**src/design/awc_cfg.svh**
```systemverilog
// register map, reset values and field positions of the window comparator
`ifndef AWC_CFG_SVH
`define AWC_CFG_SVH

// =====================================================
// register addresses and pages
`define AWC_ADDR_LTH 8'hC7
`define AWC_ADDR_LTL 8'hC6
`define AWC_ADDR_GTH 8'hC5
`define AWC_ADDR_GTL 8'hC4
`define AWC_ADDR_CTRL 8'hE8
`define AWC_PAGE 8'h00

// =====================================================
// reset values and fields
`define AWC_LIM_RST 8'h00
`define AWC_FLAG_RST 1'b0
`define AWC_FLAG_BIT 5
`define AWC_RD_IDLE 8'h00

`endif

```
**src/design/awc_pkg.sv**
```systemverilog
// types shared by the window comparator files
package awc_pkg;

	typedef enum logic {
		AWC_MODE_SINGLE = 1'b0,
		AWC_MODE_DIFF = 1'b1
	} awc_mode_t;

	typedef enum logic [1:0] {
		AWC_LIM_GTL = 2'h0,
		AWC_LIM_GTH = 2'h1,
		AWC_LIM_LTL = 2'h3,
		AWC_LIM_LTH = 2'h2
	} awc_lim_sel_t;

endpackage

```
**src/design/awc_limit_bank.sv**
```systemverilog
// four limit bytes held as the greater-than and less-than words
`include "awc_cfg.svh"

module awc_limit_bank (
	input wire logic mclk,
	input wire logic sys_rst,
	input wire logic wrEn,
	input wire awc_pkg::awc_lim_sel_t wrSel,
	input wire logic [7:0] wrData,
	output logic [15:0] gtWord,
	output logic [15:0] ltWord
);

	logic [15:0] gt_q;
	logic [15:0] gt_d;
	logic [15:0] lt_q;
	logic [15:0] lt_d;

	// =====================================================
	// byte writes into the words
	always_comb begin
		gt_d = gt_q;
		lt_d = lt_q;
		if (wrEn) begin
			case (wrSel)
				awc_pkg::AWC_LIM_GTL: gt_d[7:0] = wrData;
				awc_pkg::AWC_LIM_GTH: gt_d[15:8] = wrData;
				awc_pkg::AWC_LIM_LTL: lt_d[7:0] = wrData;
				awc_pkg::AWC_LIM_LTH: lt_d[15:8] = wrData;
				default: gt_d = gt_q;
			endcase
		end
	end

	always_ff @(posedge mclk) begin
		if (sys_rst) begin
			gt_q <= {`AWC_LIM_RST, `AWC_LIM_RST};
			lt_q <= {`AWC_LIM_RST, `AWC_LIM_RST};
		end else begin
			gt_q <= gt_d;
			lt_q <= lt_d;
		end
	end

	assign gtWord = gt_q;
	assign ltWord = lt_q;

endmodule // awc_limit_bank

```
**src/design/awc_window_comparator.sv**
```systemverilog
// window comparator on the first converter result, with its register port
//
// Contract
// - compare every new result against both limits
// - record hit in pollable window compare flag
// - limit words built from two byte registers
// - single-ended compares the first converter word
// - differential compares the combined result word
// - inside or outside chosen by limit order
// - evaluate and set flag at conversion end
// - low above high: flag inside the window
// - high above low: flag outside the window
// - differential data compared as signed values
// - low-limit high byte at C7, resets zero
// - low-limit low byte read-write register
`include "awc_cfg.svh"

module awc_window_comparator (
	input wire logic mclk,
	input wire logic sys_rst,
	input wire logic [7:0] sfrAddr,
	input wire logic [7:0] sfrPage,
	input wire logic sfrWrEn,
	input wire logic sfrRdEn,
	input wire logic [7:0] sfrWrData,
	input wire logic convDone,
	input wire logic [15:0] convData,
	input wire awc_pkg::awc_mode_t inputMode,
	output logic [7:0] sfrRdData,
	output logic windowCompareFlag
);

	logic [15:0] gtWord;
	logic [15:0] ltWord;
	logic limHit;
	logic limWr;
	logic ctrlHit;
	awc_pkg::awc_lim_sel_t limSel;
	logic winHit;
	logic flag_q;
	logic flag_d;
	logic [7:0] rdData_q;
	logic [7:0] rdData_d;

	// =====================================================
	// window test
	// signed compare is done by flipping the sign bit, then comparing unsigned
	function automatic logic windowHit(
		input logic [15:0] d,
		input logic [15:0] gt,
		input logic [15:0] lt,
		input logic sgn
	);
		logic [15:0] dd;
		logic [15:0] gg;
		logic [15:0] ll;
		logic above;
		logic below;
		dd = d ^ {sgn, 15'h0000};
		gg = gt ^ {sgn, 15'h0000};
		ll = lt ^ {sgn, 15'h0000};
		above = dd > gg;
		below = dd < ll;
		if (ll > gg) begin
			return above && below;
		end else begin
			return above || below;
		end
	endfunction

	always_comb begin
		// the converter side supplies the word matching the mode
		winHit = windowHit(convData, gtWord, ltWord, inputMode == awc_pkg::AWC_MODE_DIFF);
	end

	// =====================================================
	// address decode
	always_comb begin
		limHit = 1'b0;
		ctrlHit = 1'b0;
		limSel = awc_pkg::AWC_LIM_GTL;
		if (sfrPage != `AWC_PAGE) begin
			limHit = 1'b0;
		end else if (sfrAddr == `AWC_ADDR_LTH) begin
			limHit = 1'b1;
			limSel = awc_pkg::AWC_LIM_LTH;
		end else if (sfrAddr == `AWC_ADDR_LTL) begin
			limHit = 1'b1;
			limSel = awc_pkg::AWC_LIM_LTL;
		end else if (sfrAddr == `AWC_ADDR_GTH) begin
			limHit = 1'b1;
			limSel = awc_pkg::AWC_LIM_GTH;
		end else if (sfrAddr == `AWC_ADDR_GTL) begin
			limHit = 1'b1;
			limSel = awc_pkg::AWC_LIM_GTL;
		end else if (sfrAddr == `AWC_ADDR_CTRL) begin
			ctrlHit = 1'b1;
		end
		limWr = sfrWrEn && limHit;
	end

	awc_limit_bank uBank (
		.mclk(mclk),
		.sys_rst(sys_rst),
		.wrEn(limWr),
		.wrSel(limSel),
		.wrData(sfrWrData),
		.gtWord(gtWord),
		.ltWord(ltWord)
	);

	// =====================================================
	// flag and read data
	// a hit in the same cycle as a software clear wins
	always_comb begin
		flag_d = flag_q;
		if (sfrWrEn && ctrlHit) begin
			flag_d = sfrWrData[`AWC_FLAG_BIT];
		end
		if (convDone && winHit) begin
			flag_d = 1'b1;
		end
		rdData_d = rdData_q;
		if (sfrRdEn) begin
			rdData_d = `AWC_RD_IDLE;
			if (ctrlHit) begin
				rdData_d[`AWC_FLAG_BIT] = flag_q;
			end else if (limHit) begin
				case (limSel)
					awc_pkg::AWC_LIM_LTH: rdData_d = ltWord[15:8];
					awc_pkg::AWC_LIM_LTL: rdData_d = ltWord[7:0];
					awc_pkg::AWC_LIM_GTH: rdData_d = gtWord[15:8];
					default: rdData_d = gtWord[7:0];
				endcase
			end
		end
	end

	always_ff @(posedge mclk) begin
		if (sys_rst) begin
			flag_q <= `AWC_FLAG_RST;
			rdData_q <= `AWC_RD_IDLE;
		end else begin
			flag_q <= flag_d;
			rdData_q <= rdData_d;
		end
	end

	assign windowCompareFlag = flag_q;
	assign sfrRdData = rdData_q;

	// =====================================================
	// checks
	logic ctrlWr;
	assign ctrlWr = sfrWrEn && sfrPage == `AWC_PAGE && sfrAddr == `AWC_ADDR_CTRL;
endmodule // awc_window_comparator
```
**config.mk**
```make
export PLATFORM = sky130hd
export DESIGN_NAME = awc_window_comparator
export DESIGN_NICKNAME = d
export VERILOG_FILES = /design/src/design/awc_pkg.sv /design/src/design/awc_limit_bank.sv /design/src/design/awc_window_comparator.sv
export VERILOG_INCLUDE_DIRS = /design/src /design/src/design
export SDC_FILE = /design/constraint.sdc
export NUM_CORES = 1
export LEC_CHECK = 0
export ABC_CLOCK_PERIOD_IN_PS = 2550
export BUFFER_PORTS_ARGS = -buffer_cell sky130_fd_sc_hd__buf_2
export CORE_ASPECT_RATIO = 1.2
export CORE_MARGIN = 2
export CORE_UTILIZATION = 56
export DETAILED_ROUTE_END_ITERATION = 8
export HOLD_SLACK_MARGIN = 0.08
export PLACE_DENSITY_LB_ADDON = 0.12
export SKIP_LAST_GASP = 1
export SLEW_MARGIN = 10
export SYNTH_ARGS = -nofsm -noshare
export SYNTH_HDL_FRONTEND = slang
export SYNTH_SLANG_ARGS = --single-unit
export TNS_END_PERCENT = 20
```
**constraint.sdc**
```tcl
create_clock -name mclk -period 2.55 [get_ports mclk]
set_clock_uncertainty 0.1 [all_clocks]
set_input_delay 0.51 -clock mclk [delete_from_list [all_inputs] [get_ports mclk]]
set_output_delay 0.51 -clock mclk [all_outputs]
set_load 0.05 [all_outputs]
```
==> impl_metrics.ini, run 1 <==
[setup_path]
end_kind = flip-flop
crit_fanout = 4
cp-start-kind = flip-flop
crit_type = reg2reg
reg2reg_depth = 8
worstPathArrival_ns = 2.35
cp.required_ns = 2.70

[route]
wl_per_cell_um = 16.0
ant_nets = 0
post_drt_via_cell_ratio = 5.76
wirelength_mm = 7.27
route.detailed.drc = 0
drtPass1Iterations = 4
vias = 2623
drt_iter0_drc = 188

[logic_synthesis]
syn-cell-area_um2 = 2970
syn_avg_cell_area_um2 = 8.67
yosys_register_bits = 41
ys_types = 49
synth_enable_flop_cells = 0
syn_inst = 342
async_flop_share_pct = 0
yosysWarnings = 0
syn_nets = 432
seq_area_frac_synth_pct = 27.7
synthFlopType = dfxtp_1

[global_route]
antenna_found_initial = 0
grt_pass1_wl_mm = 12.0
grt-ovfl-total = 0
grt.total_usage_pct = 25.6
grt_max_degree = 42
grt_pass1_vias = 2515

[timing]
rsz0062_at_grt = no
timing.hold.ws_ns = 0.367
finalCritPeriodShare_pct = 86.3
setup_violations = 0
tns_ns = 0
final_hold_viol_count = 0
min_period_ns = 2.20
max_slew.worst_pin.slew_ns = 0.724
max_slew_margin_pct = 51.7
clock.fmax_mhz = 454
slew_violations = 0

[cells_and_area]
areaGrowthSynthToFinish_pct = 13.7
final_common_cell = buf_2
stdcell_area_um2 = 3370
post-route-util_pct = 65.0
n_fill_cell = 451
layout_common_cells = 54 x buf_2, 44 x ha_1, 41 x dfxtp_1, 40 x nand2_1, 39 x a21oi_1
nets = 482
drive_above_1_share_pct = 20.6
antenna_cells = 0

[floorplanning]
fp.dieW_um = 70.4
dieArea_um2 = 5900
num_rows = 29
dieHeight_um = 83.7
initial_core_util_pct = 57.2
io_pins = 55
core_um2 = 5190

[clock_tree]
root_buffer = clkbuf_8
cts_buffers = 5
cts.sinks = 41
clockBufferDepth = 2
cts.htree.levels = 2
cts_resized = 0
cts_setup_buffers = 0
cts_tree = yes
worstSkewPairLatency_ns = 0.30
clkSlewWorstSetupHoldPaths_ns = 0.08
postCtsHoldBufs = 0

[placement]
place_congestion = 0.897
post_dp_cell_area_um2 = 3250
post-dp-hpwl_mm = 5.79
port_buffers = 54

[power_and_ir_drop]
vdd_ir_drop_max_mv = 0.272
power_switching_uw = 322
p_int_uw = 1030
combPwrFrac_pct = 12.0
switching_share_pct = 23.8
power_density_nw_per_um2 = 401
seq_power_share_pct = 47.6
pwr-share-clk_pct = 40.4
power_leakage_uw = 0.00148

[worst_hold_path]
holdPathStages = 2
hold_path_class = reg2reg

[status]
status = finished clean

[job]
cap_violations = 0
synth_stat cells, drive strengths merged (2+ instances only):
| master | number | area (um2) |
|---|---|---|
| nand4 | 5 | 31.3 |
| and2 | 2 | 13.8 |
| a21oi | 39 | 195 |
| a221o | 2 | 20.0 |
| a21o | 5 | 37.5 |
| o21ai | 6 | 30.0 |
| inv | 31 | 116 |
| nand3b | 2 | 15.0 |
| nor3b | 3 | 22.5 |
| o211ai | 3 | 22.5 |
| mux4 | 8 | 184 |
| nand2b | 8 | 50.1 |
| ha | 44 | 551 |
| nand2 | 40 | 150 |
| nand3 | 14 | 70.1 |
| and3 | 4 | 25.0 |
| nor4 | 2 | 25.0 |
| xnor2 | 2 | 25.0 |
| a22oi | 2 | 20.0 |
| buf | 10 | 67.6 |
| clkbuf | 4 | 15.0 |
| nor2 | 26 | 97.6 |
| dfxtp | 41 | 821 |
| a211oi | 3 | 22.5 |
| mux2i | 17 | 170 |
| nor2b | 4 | 25.0 |
per-stage QoR:
step                setup slack [ns]  instances  total power, uW
global placement               0.253        447              819
CTS                            0.345        455             1360
floorplan                      0.445        342              752
detailed placement             0.197        447              822
finish                         0.349        455             1350
global route                   0.258        455             1410
state kept, by name (all words and copies together), names as in the netlist:
name and flops:
uBank.gtWord 16, uBank.ltWord 16, sfrRdData 8, windowCompareFlag 1
layout make-up:
| type | instances | area (um2) | area share, % |
|---|---|---|---|
| Clock inverter | 2 | 37.5 | 1.11 |
| Tap cell | 62 | 77.6 | 2.30 |
| Multi-Input combinational cell | 256 | 1950 | 57.7 |
| Clock buffer | 6 | 82.6 | 2.45 |
| Sequential cell | 41 | 821 | 24.3 |
| Timing Repair Buffer | 57 | 293 | 8.68 |
| Inverter | 31 | 116 | 3.45 |
routing by layer:
layer | global-route usage [%] | vias up | share of wire [%]
met3 | 5.92 | 13 | 7.0
li1 | - | 1305 | -
met2 | 42.1 | 95 | 49
met1 | 32.7 | 1210 | 42
met4 | 8.74 | 0 | 1.9
met5 | 0 | - | 0
power groups by stage:
stage               Sequential, uW  Combinational, uW  Clock (uW)
detailed placement             659                163           0
finish                         644                163         547
floorplan                      666               85.4           0
CTS                            644                164         556
global route                   644                185         581
global placement               659                160           0
path summary, 6_finish.rpt:
| check | from | end | slack (ns) |
|---|---|---|---|
| max | uBank.ltWord[9] | windowCompareFlag | 0.35 |
| min | sfrRdData[4] | sfrRdData[4] | 0.37 |
| max reg2reg | uBank.ltWord[9] | windowCompareFlag | 0.35 |
| min reg2reg | sfrRdData[4] | sfrRdData[4] | 0.37 |
worst max-delay path, stage by stage (launching register included):
cell and delay [ns]:
dfxtp_1 0.43, inv_1 0.07, ha_1 0.29, a21o_1 0.19, a221o_1 0.34, a221oi_2 0.28
o211ai_1 0.15, a22oi_2 0.17, o21a_1 0.13
kinds of logic (layout without fill, tap and decap cells):
group	Yosys count	in the layout	share of synthesized area (%)
flip-flops	41	41	27.7
AND/OR/NAND/NOR	116	116	19.7
AO/OA/AOI/OAI	68	68	14.1
adder cells (fa/ha/maj)	44	44	18.6
multiplexers	25	25	11.9
XOR/XNOR	3	3	1.39
buffers and inverters	45	96	6.71
Power figures use the tool's default switching activity.
==> run 2: changes to the inputs <==
--- a/config.mk
+++ b/config.mk
@@ -6,14 +6,16 @@
 export SDC_FILE = /design/constraint.sdc
 export NUM_CORES = 1
 export LEC_CHECK = 0
-export ABC_CLOCK_PERIOD_IN_PS = 2550
+export ABC_AREA = 1
+export ABC_CLOCK_PERIOD_IN_PS = 2100
 export BUFFER_PORTS_ARGS = -buffer_cell sky130_fd_sc_hd__buf_2
 export CORE_ASPECT_RATIO = 1.2
 export CORE_MARGIN = 2
-export CORE_UTILIZATION = 56
+export CORE_UTILIZATION = 57
 export DETAILED_ROUTE_END_ITERATION = 8
 export HOLD_SLACK_MARGIN = 0.08
 export PLACE_DENSITY_LB_ADDON = 0.12
+export REMOVE_ABC_BUFFERS = 1
 export SKIP_LAST_GASP = 1
 export SLEW_MARGIN = 10
 export SYNTH_ARGS = -nofsm -noshare
==> constraint.sdc (replaced) <==
create_clock -name mclk -period 2.1 [get_ports mclk]
set_clock_uncertainty 0.1 [all_clocks]
set_input_delay 0.42 -clock mclk [delete_from_list [all_inputs] [get_ports mclk]]
set_output_delay 0.42 -clock mclk [all_outputs]
set_load 0.05 [all_outputs]
==> run 2 against run 1 <==
Against the previous run:
- power grew 19%
- final cell count rose by 26%
- global-route usage up 0.87 points
- register-to-register slack lost 0.17 ns
- die area rose by 1.6%
- flip-flop and latch count did not move
- clock power is 10% higher
- setup slack got worse by 0.17 ns
- wire length increased by 3.0%
- critical path depth is 3 higher
- maximum frequency rose by 15%
- critical path type unchanged
- largest cell class unchanged
==> impl_metrics.ini, run 2 <==
[status]
status = finished clean

[route]
drtPass1Iterations = 5
wirelength_mm = 7.49
drt_iter0_drc = 148
wl_per_cell_um = 13.1
post_drt_via_cell_ratio = 5.30
route.detailed.drc = 0
ant_nets = 0
vias = 3031

[floorplanning]
fp.dieW_um = 71
initial_core_util_pct = 58.4
io_pins = 55
dieArea_um2 = 5990
core_um2 = 5260
dieHeight_um = 84.4
num_rows = 29

[setup_path]
cp_cell_sequence = inv_1, ha_1, a21oi_1, nor2_1, a211oi_1, nand2_1, nand2_1, nand2_1, nand2_1, nand2_1, a21oi_1
crit_buf_inv = 1
crit_fanout = 3
worst_path_largest_cell_delay_ns = 0.38
cp.required_ns = 2.23
cp-start-kind = flip-flop
end_kind = flip-flop
cp_slowest_cell = dfxtp_1
cp_top_family = compound AO/OA/AOI/OAI gates
worstPathArrival_ns = 2.05
crit_top_cell = nand2_1
crit_type = reg2reg

[global_route]
grt_pass1_vias = 2938
grt-ovfl-total = 0
antenna_found_initial = 0
grt.total_usage_pct = 26.4
grt_max_degree = 26
grt_pass1_wl_mm = 12.8

[logic_synthesis]
post-synth-top-count-cell = nand2_1
synth_largest_area_cell = dfxtp_1
syn-cell-area_um2 = 3070
yosysWarnings = 0
async_flop_share_pct = 0
syn_inst = 452
syn_avg_cell_area_um2 = 6.79
synth_enable_flop_cells = 0
synth_area_leaders = dfxtp_1 27%, ha_1 18%, nand2_1 13%
ys_types = 31
synthFlopType = dfxtp_1
yosys_register_bits = 41
synth_top_cell_area_share_pct = 26.7
synth_top_cells_by_count = 108 x nand2_1, 69 x inv_1, 54 x a21oi_1, 45 x nor2_1, 44 x ha_1
seq_area_frac_synth_pct = 26.7

[clock_tree]
cts_buffers = 5
clockBufferDepth = 2
worstSkewPairLatency_ns = 0.30
cts_setup_buffers = 0
root_buffer = clkbuf_8
cts.sinks = 41
cts_tree = yes
clkSlewWorstSetupHoldPaths_ns = 0.09
cts.htree.levels = 2

[timing]
tns_ns = 0
max_slew_margin_pct = 57.1
final_hold_viol_count = 0
postLayoutSetupSlackWorst_ns = 0.184
rsz0062_at_grt = no
min_period_ns = 1.92
clock.fmax_mhz = 522
setup_violations = 0
finalCritPeriodShare_pct = 91.2
max_slew.worst_pin.slew_ns = 0.643
slew_violations = 0

[cells_and_area]
areaGrowthSynthToFinish_pct = 14.8
post-route-util_pct = 67.0
n_fill_cell = 515
antenna_cells = 0
final_common_cell = nand2_1
drive_above_1_share_pct = 15.7
layout_common_cells = 108 x nand2_1, 69 x inv_1, 54 x a21oi_1, 54 x buf_2, 45 x nor2_1
nets = 599

[placement]
port_buffers = 54
post-dp-hpwl_mm = 6.16
place_ws_ns = 0.0140
place_congestion = 0.860

[power_and_ir_drop]
power_leakage_uw = 0.00169
vdd_ir_drop_max_mv = 0.239
power_density_nw_per_um2 = 456

[job]
cap_violations = 0

[worst_hold_path]
hold_path_class = in2reg
[run 2: path summary, 6_finish.rpt]
kind	startpoint	endpoint	slack (ns)	cells past startpoint
setup / recovery	uBank.ltWord[5]	windowCompareFlag	0.18	11
hold / removal	sfrWrData[1]	uBank.ltWord[1]	0.30	3
setup reg to reg	uBank.ltWord[5]	windowCompareFlag	0.18	11
hold reg to reg	sfrRdData[0]	sfrRdData[0]	0.37	2
[run 2: area by class of cell]
class,instances,area (um2),share of cell area [%]
inverters,72,270,7.67
repair buffers,58,313,8.88
clock buffers,7,96.3,2.73
flip-flops and latches,41,821,23.3
well taps,62,77.6,2.20
multi-input cells,331,1940,55.0
clock inverters,1,8.76,0.249
[run 2: metrics by stage]
step / cell area [um2] / total power [uW] / cells / hold WS (ns)
floorplan: 3020 / 921 / 444 / 0.366
global placement: 3410 / 1010 / 564 / 0.349
detailed placement: 3410 / 1020 / 564 / 0.355
CTS: 3520 / 1610 / 572 / 0.296
global route: 3520 / 1670 / 572 / 0.312
finish: 3520 / 1610 / 572 / 0.302
[run 2: timing repair]
item                                    CTS  global route
resized for setup                         0             1
endpoints found under the setup margin    0             1
hold buffers                              0             0
[run 2: routing by layer]
metal / track usage, % / wire [um] / vias up
met5: 0 / 0 / -
met4: 7.72 / 73 / 0
met3: 2.88 / 316 / 4
met2: 46.2 / 3630 / 67
met1: 34.1 / 3460 / 1372
li1: - / - / 1588
[run 2: cell families after synthesis]
family / after synthesis / share of synthesized area, %
simple gates: 182 / 25.6
compound gates: 102 / 18.5
buf+inv: 80 / 10.4
fa+ha+maj: 44 / 17.9
flops: 41 / 26.7
xor+xnor: 2 / 0.571
mux: 1 / 0.326
[run 2: where the power goes]
part	switching [uW]	internal [uW]
Clock	300	304
Combinational	135	86.0
Sequential	2.68	779
Total	438	1170
[run 2: tightest hold or removal path, cell delays in order]
cell and delay [ns]:
buf_2 0.12, inv_1 0.06, a211oi_1 0.06
==> run 3: changes to the inputs <==
--- a/config.mk
+++ b/config.mk
@@ -9,9 +9,11 @@
 export ABC_AREA = 1
 export ABC_CLOCK_PERIOD_IN_PS = 2100
 export BUFFER_PORTS_ARGS = -buffer_cell sky130_fd_sc_hd__buf_2
+export CELL_PAD_IN_SITES_DETAIL_PLACEMENT = 1
+export CELL_PAD_IN_SITES_GLOBAL_PLACEMENT = 1
 export CORE_ASPECT_RATIO = 1.2
 export CORE_MARGIN = 2
-export CORE_UTILIZATION = 57
+export CORE_UTILIZATION = 40
 export DETAILED_ROUTE_END_ITERATION = 8
 export HOLD_SLACK_MARGIN = 0.08
 export PLACE_DENSITY_LB_ADDON = 0.12
==> run 3 against run 2 <==
Against the previous run:
- hold slack improved by 0.0085 ns
- die area increased by 40%
- final cell count increased by 6.6%
- critical path depth increased by 2
- combinational power increased by 9.5%
- global-route usage decreased by 3.5 points
- non-clock buffer count increased by 8
- critical path type unchanged
- critical endpoint unchanged
==> impl_metrics.ini, run 3 (same netlist as run 2, synthesis figures left out) <==
[status]
status = finished clean

[clock_tree]
postCtsHoldBufs = 0
cts_buffers = 5
clockBufferDepth = 2
worstSkewPairLatency_ns = 0.30
cts.sinks = 41
cts.htree.levels = 2
root_buffer = clkbuf_8
cts_tree = yes
clkSlewWorstSetupHoldPaths_ns = 0.09

[timing]
slew_violations = 0
max_slew_margin_pct = 66.3
setup_violations = 0
final_hold_viol_count = 0
timing.hold.ws_ns = 0.311
min_period_ns = 1.90
clock.fmax_mhz = 525
postLayoutSetupSlackWorst_ns = 0.195
finalCritPeriodShare_pct = 90.7
max_slew.worst_pin.slew_ns = 0.504
tns_ns = 0

[floorplanning]
core_um2 = 7580
dieArea_um2 = 8400
fp.dieW_um = 84.0
num_rows = 35
dieHeight_um = 100
initial_core_util_pct = 40.5
io_pins = 55

[setup_path]
end_kind = flip-flop
cp-start-kind = flip-flop
worstPathArrival_ns = 2.00
crit_type = reg2reg
cp_slowest_cell = dfxtp_1
cp_cell_sequence = inv_1, ha_1, nand2_1, nor2_2, nand3_1, nor2_1, nand2_1, nand2_1, inv_1, nand2_1, nand2_1, nand2_1, a21oi_2
worst_path_largest_cell_delay_ns = 0.33
cp.required_ns = 2.20
crit_fanout = 4
crit_top_cell = nand2_1

[route]
wl_per_cell_um = 15.1
post_drt_via_cell_ratio = 5.07
drt_iter0_drc = 79
vias = 3094
route.detailed.drc = 0
wirelength_mm = 9.19
drtPass1Iterations = 4
ant_nets = 0

[placement]
place_congestion = 0.807
port_buffers = 54
post-dp-hpwl_mm = 7.72
place_ws_ns = -0.0193
place_inst = 602

[cells_and_area]
drive_above_1_share_pct = 18.0
areaGrowthSynthToFinish_pct = 19.1
layout_common_cells = 108 x nand2_1, 69 x inv_1, 54 x buf_2, 53 x a21oi_1
antenna_cells = 0
final_common_cell = nand2_1
fin_cells = 610
nets = 607

[power_and_ir_drop]
seq_power_share_pct = 46.0
switching_share_pct = 27.6
power_density_nw_per_um2 = 465
power_switching_uw = 469
p_int_uw = 1230
pwr-share-clk_pct = 39.7
vdd_ir_drop_max_mv = 0.359
power_leakage_uw = 0.00174
combPwrFrac_pct = 14.2

[job]
cap_violations = 0

[global_route]
grt-ovfl-total = 0
grt_pass1_vias = 3287
grt.total_usage_pct = 22.9
grt_max_degree = 17
grt_pass1_wl_mm = 15.4
antenna_found_initial = 0

[worst_hold_path]
hold_path_class = in2reg
==> run 3: cell types whose count changed in the layout (fill, tap and decap cells not counted), moves of 2 or more <==
cell      change
buf_4         +8
nor2_1        -2
nor2_2        +2
clkbuf_8      -2
==> run 3: per-layer routing <==
metal / track usage [%] / up-vias / part of all wire, %
met2: 43.1 / 47 / 51
li1: - / 1606 / -
met4: 5.96 / 0 / 1.3
met5: 0 / - / 0
met3: 2.06 / 9 / 2.1
met1: 28.0 / 1432 / 46
==> run 3: final cells by class <==
class	count	area, um2
flip-flops and latches	41	821
clock inverters	3	46.3
well taps	92	115
clock buffers	5	68.8
multi-input cells	331	1960
repair buffers	66	373
inverters	72	270
fillers	1027	3920
==> run 3: path summary, 6_finish.rpt <==
check                  startpoint                 to  slack [ns]  cells past startpoint
hold reg to reg      sfrRdData[1]       sfrRdData[1]        0.38                      2
setup reg to reg  uBank.gtWord[7]  windowCompareFlag        0.20                     13
setup / recovery  uBank.gtWord[7]  windowCompareFlag        0.20                     13
hold / removal       sfrWrData[1]    uBank.gtWord[9]        0.31                      3
==> run 3: repair_timing <==
action,CTS,global route
hold endpoints to repair,0,0
setup endpoints to repair,0,1
setup buffers,0,0
gates resized for setup,0,6
==> run 3: stage by stage <==
step	cell area, um2	util, %	total power (uW)
finish	3660	48.3	1700
global route	3660	48.3	1770
CTS	3630	47.9	1700
detailed placement	3510	46.3	1040
global placement	3510	46.3	1030
floorplan	3020	-	921
==> run 3: power by group through the flow <==
stage	sequential (uW)	clock (uW)	combinational (uW)
2_1_floorplan	809	0	112
3_3_place_gp	801	0	230
3_5_place_dp	801	0	238
4_1_cts	783	676	240
5_1_grt	783	710	276
6_report	782	675	242
==> run 3: critical path, delay by kind of cell, from the launching register on <==
kind / cells / cell delay, ns
and+or+nand+nor: 9 / 0.85
DFF: 1 / 0.33
adders and majority gates: 1 / 0.32
buffers and inverters: 2 / 0.13
AOI/OAI and AO/OA: 1 / 0.05
